File: config.mk
export PLATFORM = sky130hd
export DESIGN_NAME = slep_event_pins
export DESIGN_NICKNAME = d
export VERILOG_FILES = /design/src/core/slep_pkg.sv /design/src/core/slep_strap_latch.sv /design/src/core/slep_event_pins.sv
export SDC_FILE = /design/constraint.sdc
export NUM_CORES = 1
export LEC_CHECK = 0
export BUFFER_PORTS_ARGS = -buffer_cell sky130_fd_sc_hd__clkbuf_2
export CAP_MARGIN = 20
export CORE_MARGIN = 2
export CORE_UTILIZATION = 63
export CTS_CLUSTER_DIAMETER = 80
export CTS_CLUSTER_SIZE = 16
export DETAILED_ROUTE_END_ITERATION = 16
export GPL_TIMING_DRIVEN = 0
export PLACE_DENSITY = 0.85
export SLEW_MARGIN = 20
export SYNTH_ARGS = -nofsm -noshare
export SYNTH_HDL_FRONTEND = slang
export SYNTH_SLANG_ARGS = --single-unit
export TNS_END_PERCENT = 1
File: constraint.sdc
create_clock -name mclk -period 4.05 [get_ports mclk]
set_input_delay 0.81 -clock mclk [delete_from_list [all_inputs] [get_ports mclk]]
set_output_delay 0.81 -clock mclk [all_outputs]
set_load 0.05 [all_outputs]
File: src/core/slep_pkg.sv
/*
 * Shared constants and carrier types for the strap latch and event pin block.
 * Assumes a single 25 MHz core clock and an active-low asynchronous reset.
 */
package slep_pkg;

    localparam int SLEP_NUM_GPIO   = 10;
    localparam int SLEP_NUM_FUNC   = 5;
    localparam int SLEP_SEL_W      = 4;
    localparam int SLEP_ADDR_W     = 4;
    localparam int SLEP_NUM_LED    = 5;
    localparam int SLEP_STA_W      = 5;

    // Function codes carried in a pin's routing field; 0 keeps the pin idle.
    localparam logic [3:0] SLEP_FN_NONE    = 4'h0;
    localparam logic [3:0] SLEP_FN_WAKE    = 4'h1;
    localparam logic [3:0] SLEP_FN_SOF_RX  = 4'h2;
    localparam logic [3:0] SLEP_FN_SOF_TX  = 4'h3;
    localparam logic [3:0] SLEP_FN_TIME_A  = 4'h4;
    localparam logic [3:0] SLEP_FN_TIME_B  = 4'h5;

    // Register offsets.
    localparam logic [3:0] SLEP_OFS_OUT_CTRL   = 4'h0;
    localparam logic [3:0] SLEP_OFS_PAD_DRIVE  = 4'h1;
    localparam logic [3:0] SLEP_OFS_TS_CONFIG  = 4'h2;
    localparam logic [3:0] SLEP_OFS_STRAP_STAT = 4'h3;
    localparam logic [3:0] SLEP_OFS_ROUTE_LO   = 4'h4;
    localparam logic [3:0] SLEP_OFS_ROUTE_HI   = 4'h5;

    // Field positions.
    localparam int SLEP_BIT_WAKE_POL   = 0;
    localparam int SLEP_BIT_TPOL_A     = 0;
    localparam int SLEP_BIT_TPOL_B     = 1;
    localparam int SLEP_BIT_STRAP_JACK = 0;
    localparam int SLEP_LSB_STRAP_STA  = 1;
    localparam int SLEP_LSB_STRAP_LED  = 6;

    // Reset values.
    localparam logic [31:0] SLEP_RST_OUT_CTRL  = 32'h0000_0000;
    localparam logic [31:0] SLEP_RST_PAD_DRIVE = 32'h0000_0000;
    localparam logic [31:0] SLEP_RST_TS_CONFIG = 32'h0000_0000;
    localparam logic [31:0] SLEP_RST_ROUTE     = 32'h0000_0000;

    typedef struct packed {
        logic [SLEP_ADDR_W-1:0] addr;
        logic [31:0]            wdata;
        logic                   wr;
        logic                   rd;
    } slep_bus_s;

    typedef struct packed {
        logic                    integrated_jack;
        logic [SLEP_STA_W-1:0]   station_address;
        logic [SLEP_NUM_LED-1:0] indicator_polarity;
    } slep_strap_s;

    typedef struct packed {
        logic wake;
        logic sof_rx;
        logic sof_tx;
        logic time_a;
        logic time_b;
    } slep_event_s;

endpackage

File: src/core/slep_strap_latch.sv
/*
 * Strap capture: takes the strap pins on the first clock after reset release.
 * Assumes the board holds the strap levels stable across the release of rst_b.
 */
`timescale 1ns/100ps
module slep_strap_latch
    import slep_pkg::*;
(
    // Clock and reset
    input  wire logic        mclk,
    input  wire logic        rst_b,
    // Strap pins
    input  wire slep_strap_s strap_pins,
    // Latched values
    output slep_strap_s      strap_q,
    output logic             strap_done
);

    logic done_reg;
    slep_strap_s strap_reg;
    wire  logic  take = ~done_reg;

    // A constant at reset; pins are sampled only once the reset has gone.
    always_ff @(posedge mclk or negedge rst_b)
    begin
        if (!rst_b)
        begin
            done_reg  <= 1'b0;
            strap_reg <= '0;
        end
        else if (take)
        begin
            done_reg  <= 1'b1;
            strap_reg <= strap_pins;
        end
    end

    assign strap_q    = strap_reg;
    assign strap_done = done_reg;

    chk_strap_frozen: assert property (@(posedge mclk) disable iff (!rst_b)
        $past(done_reg) |-> $stable(strap_reg))
        else $error("strap value changed after capture");

    chk_strap_taken: assert property (@(posedge mclk) disable iff (!rst_b)
        $rose(done_reg) |-> strap_reg == $past(strap_pins))
        else $error("strap value not taken from pins");

endmodule // slep_strap_latch

File: src/core/slep_event_pins.sv
/*
 * Event pin multiplexer with strap capture and a small register port.
 * Assumes event inputs are synchronous one-cycle or level signals on mclk.
 */
// Chosen here: the plain strobed port and the register addresses.
`timescale 1ns/100ps
// How it works
// - Wake output asserts whenever the wake detector reports a wake event.
// - Wake output active level follows the wake polarity bit in output control.
// - Each pin drives push-pull or open-drain per its pad drive bit.
// - Every event function can be routed to any pin through routing registers.
// - Frame-start pulses follow receive and transmit frame starts, always active high.
// - Time event outputs A and B assert on their own counter events.
// - Time events A and B each have their own polarity bit.
// - Integrated-jack strap chooses normal or alternate pad drive defaults.
// - Five station address straps are latched, pulled-up reads as one.
// - LED polarity default: strap zero active high, strap one active low.
// - All straps are taken at release of the reset pin.
module slep_event_pins
    import slep_pkg::*;
#(
    parameter int NUM_GPIO = SLEP_NUM_GPIO
)
(
    // Clock and reset
    input  wire logic                    mclk,
    input  wire logic                    rst_b,
    // Register port
    input  wire logic [SLEP_ADDR_W-1:0]  reg_addr,
    input  wire logic [31:0]             reg_wdata,
    input  wire logic                    reg_wr,
    input  wire logic                    reg_rd,
    output logic [31:0]                  reg_rdata,
    // Event sources
    input  wire logic                    wake_on_lan_event,
    input  wire logic                    sof_rx_pulse,
    input  wire logic                    sof_tx_pulse,
    input  wire logic                    local_time_counter_event_a,
    input  wire logic                    local_time_counter_event_b,
    // Strap pins
    input  wire slep_strap_s             strap_pins,
    // Strap results
    output logic                         integrated_jack_strap,
    output logic [SLEP_STA_W-1:0]        station_address_strap,
    output logic [SLEP_NUM_LED-1:0]      indicator_polarity,
    output logic                         strap_valid,
    // General-purpose pins
    output logic [NUM_GPIO-1:0]          gpio_out,
    output logic [NUM_GPIO-1:0]          gpio_oe_b,
    // Dedicated wake pin view
    output logic                         wake_event_out_n
);

    logic [31:0]                out_ctrl_reg;
    logic [31:0]                pad_drive_reg;
    logic [31:0]                ts_config_reg;
    logic [31:0]                route_lo_reg;
    logic [31:0]                route_hi_reg;
    logic [31:0]                rdata_reg;
    logic [NUM_GPIO-1:0]        gpio_out_reg;
    logic [NUM_GPIO-1:0]        gpio_oe_reg;
    logic                       wake_n_reg;
    logic [NUM_GPIO-1:0]        gpio_out_next;
    logic [NUM_GPIO-1:0]        gpio_oe_next;
    logic                       strap_seen_reg;
    slep_strap_s                strap_q;
    logic                       strap_done;
    slep_event_s                ev_active;
    logic [SLEP_NUM_FUNC:0]     fn_vec;

    slep_strap_latch u_strap
    (
        .mclk       (mclk),
        .rst_b      (rst_b),
        .strap_pins (strap_pins),
        .strap_q    (strap_q),
        .strap_done (strap_done)
    );

    assign integrated_jack_strap = strap_q.integrated_jack;
    assign station_address_strap = strap_q.station_address;
    // A low strap means the LED pulls down to ground, so it is lit when driven high.
    assign indicator_polarity    = ~strap_q.indicator_polarity;
    assign strap_valid           = strap_done;

    function automatic logic [SLEP_SEL_W-1:0] route_sel(input int pin,
                                                      input logic [31:0] lo,
                                                      input logic [31:0] hi);
        logic [63:0] both;
        both = {hi, lo};
        return both[pin*SLEP_SEL_W +: SLEP_SEL_W];
    endfunction

    // Active level inverted here, before routing, so every pin sees the same level.
    assign ev_active.wake   = wake_on_lan_event ^ out_ctrl_reg[SLEP_BIT_WAKE_POL];
    assign ev_active.sof_rx = sof_rx_pulse;
    assign ev_active.sof_tx = sof_tx_pulse;
    assign ev_active.time_a = local_time_counter_event_a ^ ts_config_reg[SLEP_BIT_TPOL_A];
    assign ev_active.time_b = local_time_counter_event_b ^ ts_config_reg[SLEP_BIT_TPOL_B];

    // Index 0 is the idle code; an idle pin sits undriven.
    assign fn_vec = {ev_active.time_b, ev_active.time_a, ev_active.sof_tx,
                     ev_active.sof_rx, ev_active.wake, 1'b0};

    always_comb
    begin
        gpio_out_next = '0;
        gpio_oe_next  = '1;
        for (int p = 0; p < NUM_GPIO; p++)
        begin
            logic [SLEP_SEL_W-1:0] sel;
            logic                  lvl;
            sel = route_sel(p, route_lo_reg, route_hi_reg);
            lvl = (sel <= SLEP_FN_TIME_B) ? fn_vec[sel[2:0]] : 1'b0;
            if (sel != SLEP_FN_NONE && sel <= SLEP_FN_TIME_B)
            begin
                if (pad_drive_reg[p])
                begin
                    // Open-drain: drive low only, release for high.
                    gpio_out_next[p] = 1'b0;
                    gpio_oe_next[p]  = lvl;
                end
                else
                begin
                    gpio_out_next[p] = lvl;
                    gpio_oe_next[p]  = 1'b0;
                end
            end
        end
    end

    // Register writes; alternate defaults follow the jack strap once it is taken.
    always_ff @(posedge mclk or negedge rst_b)
    begin
        if (!rst_b)
        begin
            out_ctrl_reg   <= SLEP_RST_OUT_CTRL;
            pad_drive_reg  <= SLEP_RST_PAD_DRIVE;
            ts_config_reg  <= SLEP_RST_TS_CONFIG;
            route_lo_reg   <= SLEP_RST_ROUTE;
            route_hi_reg   <= SLEP_RST_ROUTE;
            strap_seen_reg <= 1'b0;
        end
        else
        begin
            if (strap_done && !strap_seen_reg)
            begin
                strap_seen_reg <= 1'b1;
                if (strap_q.integrated_jack)
                    pad_drive_reg <= ~SLEP_RST_PAD_DRIVE;
            end
            if (reg_wr)
            begin
                case (reg_addr)
                    SLEP_OFS_OUT_CTRL:  out_ctrl_reg  <= reg_wdata;
                    SLEP_OFS_PAD_DRIVE: pad_drive_reg <= reg_wdata;
                    SLEP_OFS_TS_CONFIG: ts_config_reg <= reg_wdata;
                    SLEP_OFS_ROUTE_LO:  route_lo_reg  <= reg_wdata;
                    SLEP_OFS_ROUTE_HI:  route_hi_reg  <= reg_wdata;
                    default:            ;
                endcase
            end
        end
    end

    wire logic [31:0] strap_word = {20'h0_0000, strap_q.indicator_polarity,
                                    strap_q.station_address, strap_q.integrated_jack, strap_done};

    always_ff @(posedge mclk or negedge rst_b)
    begin
        if (!rst_b)
            rdata_reg <= 32'h0000_0000;
        else if (reg_rd)
        begin
            case (reg_addr)
                SLEP_OFS_OUT_CTRL:   rdata_reg <= out_ctrl_reg;
                SLEP_OFS_PAD_DRIVE:  rdata_reg <= pad_drive_reg;
                SLEP_OFS_TS_CONFIG:  rdata_reg <= ts_config_reg;
                SLEP_OFS_STRAP_STAT: rdata_reg <= strap_word;
                SLEP_OFS_ROUTE_LO:   rdata_reg <= route_lo_reg;
                SLEP_OFS_ROUTE_HI:   rdata_reg <= route_hi_reg;
                default:             rdata_reg <= 32'h0000_0000;
            endcase
        end
        else
            rdata_reg <= 32'h0000_0000;
    end

    // Pins and the wake view are registered, one cycle behind their source.
    always_ff @(posedge mclk or negedge rst_b)
    begin
        if (!rst_b)
        begin
            gpio_out_reg <= '0;
            gpio_oe_reg  <= '1;
            wake_n_reg   <= 1'b1;
        end
        else
        begin
            gpio_out_reg <= gpio_out_next;
            gpio_oe_reg  <= gpio_oe_next;
            wake_n_reg   <= ~ev_active.wake;
        end
    end

    assign reg_rdata        = rdata_reg;
    assign gpio_out         = gpio_out_reg;
    assign gpio_oe_b        = gpio_oe_reg;
    assign wake_event_out_n = wake_n_reg;

    // The first edge after release still shows the reset level of the flop, so it is skipped.
    chk_wake_follows: assert property (@(posedge mclk) disable iff (!rst_b)
        $past(rst_b) |-> wake_event_out_n == ~($past(wake_on_lan_event) ^ $past(out_ctrl_reg[SLEP_BIT_WAKE_POL])))
        else $error("wake pin does not follow wake event");

    chk_wake_polarity: assert property (@(posedge mclk) disable iff (!rst_b)
        ($past(out_ctrl_reg[SLEP_BIT_WAKE_POL]) && $past(wake_on_lan_event)) |-> wake_event_out_n)
        else $error("wake polarity bit not honoured");

    chk_pin_push_pull: assert property (@(posedge mclk) disable iff (!rst_b)
        (route_sel(0, route_lo_reg, route_hi_reg) == SLEP_FN_SOF_RX && !pad_drive_reg[0]
         && $stable(route_lo_reg) && $stable(pad_drive_reg))
        |=> (gpio_oe_b[0] == 1'b0 && gpio_out[0] == $past(sof_rx_pulse)))
        else $error("push-pull pin not driving frame start");

    chk_pin_open_drain: assert property (@(posedge mclk) disable iff (!rst_b)
        (route_sel(0, route_lo_reg, route_hi_reg) != SLEP_FN_NONE && pad_drive_reg[0])
        |=> gpio_out[0] == 1'b0)
        else $error("open-drain pin drove high");

    chk_route_idle: assert property (@(posedge mclk) disable iff (!rst_b)
        (route_sel(1, route_lo_reg, route_hi_reg) == SLEP_FN_NONE) |=> gpio_oe_b[1])
        else $error("idle pin is driven");

    chk_sof_tx_high: assert property (@(posedge mclk) disable iff (!rst_b)
        (route_sel(0, route_lo_reg, route_hi_reg) == SLEP_FN_SOF_TX && !pad_drive_reg[0] && sof_tx_pulse)
        |=> gpio_out[0])
        else $error("transmit frame start not active high");

    chk_time_b_pol: assert property (@(posedge mclk) disable iff (!rst_b)
        (route_sel(2, route_lo_reg, route_hi_reg) == SLEP_FN_TIME_B && !pad_drive_reg[2])
        |=> gpio_out[2] == ($past(local_time_counter_event_b) ^ $past(ts_config_reg[SLEP_BIT_TPOL_B])))
        else $error("time event b level wrong");

    chk_led_default: assert property (@(posedge mclk) disable iff (!rst_b)
        $rose(strap_done) |-> indicator_polarity == ~$past(strap_pins.indicator_polarity))
        else $error("indicator polarity default wrong");

endmodule // slep_event_pins

==> impl_metrics.tcl, run 1 <==
set metrics [dict create \
    outcome "complete, no violations" \
    worstSetupPathType "in2reg" \
    area_growth_pct 14.3 \
    end_kind "flip-flop" \
    antenna_left 0 \
    critical_path.top_delay_family "buffers and inverters" \
    antenna_found_initial 0 \
    start_util 0.647 \
    critical_path.max_stage_delay_ps 550 \
    root_buffer "clkbuf_16" \
    synth_area_um2 10300 \
    cts_max_path_buffers 3 \
    ys_types 47 \
    die_h_um 132 \
    holdWs_ps 377 \
    timing.clock.skew_ps 32.0 \
    drive_above_1_share 0.399 \
    fin_crit_sh 0.533 \
    antenna_cells 0 \
    grt_pass1_wl_um 41500 \
    yosysSeqAreaShare 0.550 \
    synth_edf_count 0 \
    async_flop_share 1.00 \
    numCtsBuffers 18 \
    crit_buf_inv 3 \
    wl_per_cell_um 22.4 \
    arrival_ps 2510 \
    grtUsageTotal 0.304 \
    drt_wl_total_um 25900 \
    postSynthCellCount 792 \
    synth_nets 848 \
    io_buffer_count 118 \
    die-area_um2 17400 \
    finalCriticalPeriod_ps 2160 \
    gr-total-overflow 0 \
    crit_path_start_kind "input port" \
    dpl.hpwl_um 17500 \
    synth.avg_cell_area_um2 13.0 \
    leakagePower_nw 5.45 \
    rsz0062_at_grt "false" \
    std_cell_rows 46 \
    nets 988 \
    cts_tree "yes" \
    yosysWarnings 0 \
    max_slew_margin 0.439 \
    num_vias 7281 \
    setup_violations 0 \
    final_cell_mix "dfrtp_1 (215), mux2_2 (128), clkbuf_2 (118), nor2_1 (74), nand2_1 (50)" \
    core_area_um2 15900 \
    ir_drop_v 0.000377 \
    critPathSlowestCell "clkbuf_1" \
    cts.sinks 226 \
    worstMarginPinSlew_ps 837 \
    powerDensity_nw_per_um2 538 \
    cts_max_level 1 \
    hold_viol 0 \
    holdCritPathClass "in2async" \
    pin_count 121 \
    critPathMaxFanout 10 \
    dp_slack_ps 1410 \
    clkLatencyLatePin_ps 510 \
    grt_max_degree 96 \
    cts.clk_slew.worst_paths_ps 70 \
    first_iter_violations 770 \
    postCtsResizedCells 0 \
    layout_setup_ws_ps 1890 \
    crit_chain "clkbuf_2 > nand2b_1 > buf_1 > a21o_1 > clkbuf_1 > nor2_1" \
    cp.required_ps 4400 \
    gp_congestion 0.880 \
    grt_pass1_vias 7537 \
    postCtsHoldBufs 0 \
    clock.fmax_mhz 463 \
    viasPerCell 6.29 \
    post-cts-setup-buffers 0 \
    drv_cap 0 \
    final_common_cell "dfrtp_1" \
    die-width_um 132 \
    yosys_register_bits 226 \
    maxSlewViolCount 0 \
    synth_flop_cell "dfrtp_1" \
    drt_first_pass_iters 5 \
    drc 0 \
]
-- through the flow --
step                      instances  TNS (ps)  cell area [um2]  power, W   util
after floorplan                 792         0            10300   0.00418      -
after global placement         1126   -463110            11200   0.00457  0.701
after detailed placement       1128         0            11200   0.00466  0.706
after CTS                      1158         0            11800   0.00634  0.739
after global routing           1158         0            11800   0.00661  0.739
final                          1158         0            11800   0.00634  0.739
-- cells in the mapped netlist, types with 2 or more instances --
cell      number  share of area
a222oi_1      17          0.017
mux2_4        30          0.044
mux4_2         7          0.015
o31ai_1       10         0.0073
nand2b_1       4         0.0024
a32oi_1        5         0.0042
a21oi_1       15         0.0073
buf_4         14          0.010
inv_1          8         0.0029
a21o_1         2         0.0015
nor2_1        74          0.027
nor4_1         4         0.0024
a31o_2         9         0.0076
mux2i_1        3         0.0029
and3b_1        9         0.0076
nor2b_1       12         0.0073
o21ai_0       33          0.016
dfrtp_1      215           0.52
a221oi_1      13          0.011
clkbuf_1      11         0.0040
a22o_1        17          0.014
buf_6          7         0.0076
mux2_2       128           0.14
o311ai_0       9         0.0076
xor2_1         2         0.0017
dfstp_2       11          0.028
nand2_1       50          0.018
a22oi_1        7         0.0051
buf_2         17         0.0083
mux2_1        32          0.035
-- cell type report --
| type | count | area (um2) |
|---|---|---|
| Sequential cell | 226 | 5670 |
| Clock buffer | 29 | 523 |
| Tap cell | 216 | 270 |
| Buffer | 51 | 319 |
| Inverter | 9 | 33.8 |
| Multi-Input combinational cell | 506 | 4300 |
| Fill cell | 1089 | 4160 |
| Timing Repair Buffer | 120 | 654 |
| Clock inverter | 1 | 16.3 |
-- power by group --
part           switching (W)  internal (W)  total, W
Clock               0.000796      0.000891   0.00169
Sequential          0.000371       0.00274   0.00312
Combinational       0.000845      0.000693   0.00154
-- routing by layer --
metal / part of all wire / up-vias / global-route usage
li1: - / 3176 / -
met1: 0.41 / 3671 / 0.415
met2: 0.48 / 367 / 0.488
met3: 0.084 / 67 / 0.0588
met4: 0.034 / 0 / 0.115
met5: 0 / - / 0
-- kinds of logic (layout without fill, tap and decap cells) --
| group | count (synthesis) | after routing | share of synthesized area |
|---|---|---|---|
| buffers and inverters | 60 | 210 | 0.0342 |
| AND/OR/NAND/NOR | 164 | 164 | 0.0770 |
| AO/OA/AOI/OAI | 138 | 138 | 0.0993 |
| XOR/XNOR | 3 | 3 | 0.00255 |
| flip-flops | 226 | 226 | 0.550 |
| multiplexers | 200 | 200 | 0.237 |
| other | 1 | 1 | 0.000364 |
-- path summary, 6_finish.rpt --
check	from	cells past startpoint	end	slack (ps)
hold reg to reg	strap_seen_reg	1	strap_seen_reg	490
setup / recovery	reg_addr[3]	6	reg_rdata[31]	1890
hold / removal	rst_b	1	reg_rdata[9]	380
setup reg to reg	u_strap.strap_done	5	pad_drive_reg[14]	2080
max in group asynchronous	rst_b	3	gpio_oe_b[3]	2490
min in group mclk	strap_seen_reg	1	strap_seen_reg	490
Note: power is estimated with default switching activity, not from simulation.
==> run 2, diff against run 1 <==
--- a/config.mk
+++ b/config.mk
@@ -8,12 +8,12 @@
 export BUFFER_PORTS_ARGS = -buffer_cell sky130_fd_sc_hd__clkbuf_2
 export CAP_MARGIN = 20
 export CORE_MARGIN = 2
-export CORE_UTILIZATION = 63
+export CORE_UTILIZATION = 53
 export CTS_CLUSTER_DIAMETER = 80
 export CTS_CLUSTER_SIZE = 16
 export DETAILED_ROUTE_END_ITERATION = 16
 export GPL_TIMING_DRIVEN = 0
-export PLACE_DENSITY = 0.85
+export PLACE_DENSITY = 0.76
 export SLEW_MARGIN = 20
 export SYNTH_ARGS = -nofsm -noshare
 export SYNTH_HDL_FRONTEND = slang
==> constraint.sdc (replaced) <==
create_clock -name mclk -period 1.92 [get_ports mclk]
set_input_delay 0.384 -clock mclk [delete_from_list [all_inputs] [get_ports mclk]]
set_output_delay 0.384 -clock mclk [all_outputs]
set_load 0.05 [all_outputs]
==> run 2 against run 1 <==
Compared with the run above:
- first-iteration DRC count fell by 18%
- via count fell by 1.8%
- power rose by 110%
- cell count rose by 4.5%
- critical endpoint is now gpio_out[9]
- highest routed layer unchanged
- combinational power rose by 110%
- wire length rose by 1.5%
- die area rose by 18%
- sequential share of layout area fell by 0.29 points
- largest power group unchanged
- critical path depth fell by 3
==> impl_metrics.tcl, run 2 (synthesized netlist as in run 1, its figures left out) <==
set metrics [dict create \
    grt_pass1_vias 7177 \
    grt_pass1_wl_um 40500 \
    max_slew_margin 0.423 \
    worstMarginPinSlew_ps 861 \
    die-width_um 143 \
    rsz0062_at_grt "false" \
    final_cell_mix "dfrtp_1 (215), mux2_2 (128), clkbuf_2 (121), nor2_1 (74), nand2_1 (50)" \
    drt_wl_total_um 26300 \
    cts.clk_slew.worst_paths_ps 80 \
    std_cell_rows 51 \
    reg2reg_setup_slack_ps 110 \
    root_buffer "clkbuf_16" \
    grtUsageTotal 0.259 \
    critPathMaxFanout 10 \
    num_vias 7153 \
    numCtsBuffers 18 \
    clock.fmax_mhz 553 \
    setup_violations 0 \
    power_w 0.0133 \
    r2r-start "ts_config_reg[0]" \
    io_buffer_count 118 \
    start_util 0.535 \
    wl_per_cell_um 21.8 \
    cts_max_level 1 \
    die-area_um2 20600 \
    maxSlewViolCount 0 \
    drt_first_pass_iters 5 \
    timing.clock.skew_ps 15.9 \
    seq_area_um2 5670 \
    postPlaceCellArea_um2 11300 \
    ir_drop_v 0.000674 \
    cts.sinks 226 \
    finalCriticalPeriod_ps 1810 \
    end_kind "flip-flop" \
    postLayoutCoreUtil 0.615 \
    placed_cells 1177 \
    final_common_cell "dfrtp_1" \
    cts_max_path_buffers 3 \
    area_growth_pct 15.1 \
    holdWs_ps 116 \
    post-cts-setup-buffers 0 \
    pin_count 121 \
    r2r_end "gpio_out[9]" \
    multi_input_area_um2 4300 \
    outcome "complete, no violations" \
    die_h_um 143 \
    holdCritPathClass "in2reg" \
    leakagePower_nw 5.46 \
    drv_cap 0 \
    n_fill_cell 1536 \
    antenna_found_initial 0 \
    hold_viol 0 \
    antenna_cells 0 \
    worstRegToRegCells 3 \
    cts_tree "yes" \
    grt_max_degree 94 \
    viasPerCell 5.91 \
    fin_cells 1210 \
    clkLatencyLatePin_ps 500 \
    antenna_left 0 \
    gp_congestion 0.841 \
    cp.required_ps 2290 \
    hold-path-endpoint "u_strap.strap_q[9]" \
    min_from "strap_pins[9]" \
    worstSetupPathType "reg2reg" \
    core_area_um2 19300 \
    final_cell_area_um2 11900 \
    powerDensity_nw_per_um2 1120 \
    dpl.hpwl_um 17600 \
    drc 0 \
    hold_depth 2 \
    first_iter_violations 633 \
    fin_crit_sh 0.942 \
    gr-total-overflow 0 \
    nets 989 \
    arrival_ps 2180 \
    drive_above_1_share 0.400 \
    crit_path_start_kind "flip-flop" \
]
run 2: worst max path at each step:
stage / start / to / slack (ps) / cells after the start
detailed placement: reg_addr[3] / reg_rdata[31] / -300 / 6
finish: ts_config_reg[0] / gpio_out[9] / 110 / 3
floorplan: reg_addr[2] / route_lo_reg[10] / 300 / 5
global route: u_strap.strap_done / pad_drive_reg[11] / 10 / 5
CTS: u_strap.strap_done / pad_drive_reg[1] / 90 / 5
global placement: rst_b / reg_rdata[23] / -3950 / 1
run 2: per-stage QoR:
stage / setup TNS, ps / setup WS [ps]
after CTS: 0 / 87.3
after global routing: 0 / 12.7
after floorplan: 0 / 299
final: 0 / 112
after detailed placement: -9650 / -305
after global placement: -886350 / -3950
run 2: area by class of cell:
type,count,area share
sequential,226,0.478
multi-input combinational,506,0.363
timing repair buffer,121,0.0560
clock buffer,31,0.0439
tap,265,0.0280
buffer,51,0.0272
inverter,9,0.00285
clock inverter,1,0.00137
run 2: worst max-delay path: stages (launching register included):
cell,delay [ps]
dfrtp_1,430
xnor2_2,710
o311ai_0,270
and3b_1,280
run 2: metal layers:
metal | up-vias | GRT usage | routed length [um]
li1 | 3177 | - | -
met1 | 3653 | 0.359 | 11400
met2 | 266 | 0.417 | 12500
met3 | 57 | 0.0443 | 1540
met4 | 0 | 0.0898 | 858
met5 | - | 0 | 0
run 2: timing repair:
action	in CTS	in global routing
hold endpoints to repair	34	0
gates resized for setup	2	2
setup endpoints to repair	2	10
hold buffers	1	0
run 2: report_power, final:
part	internal [W]	leakage [nW]	switching (W)
combinational	0.00146	2.41	0.00177
clock	0.00187	0.256	0.00171
sequential	0.00579	2.79	0.000740
total	0.00912	5.46	0.00422
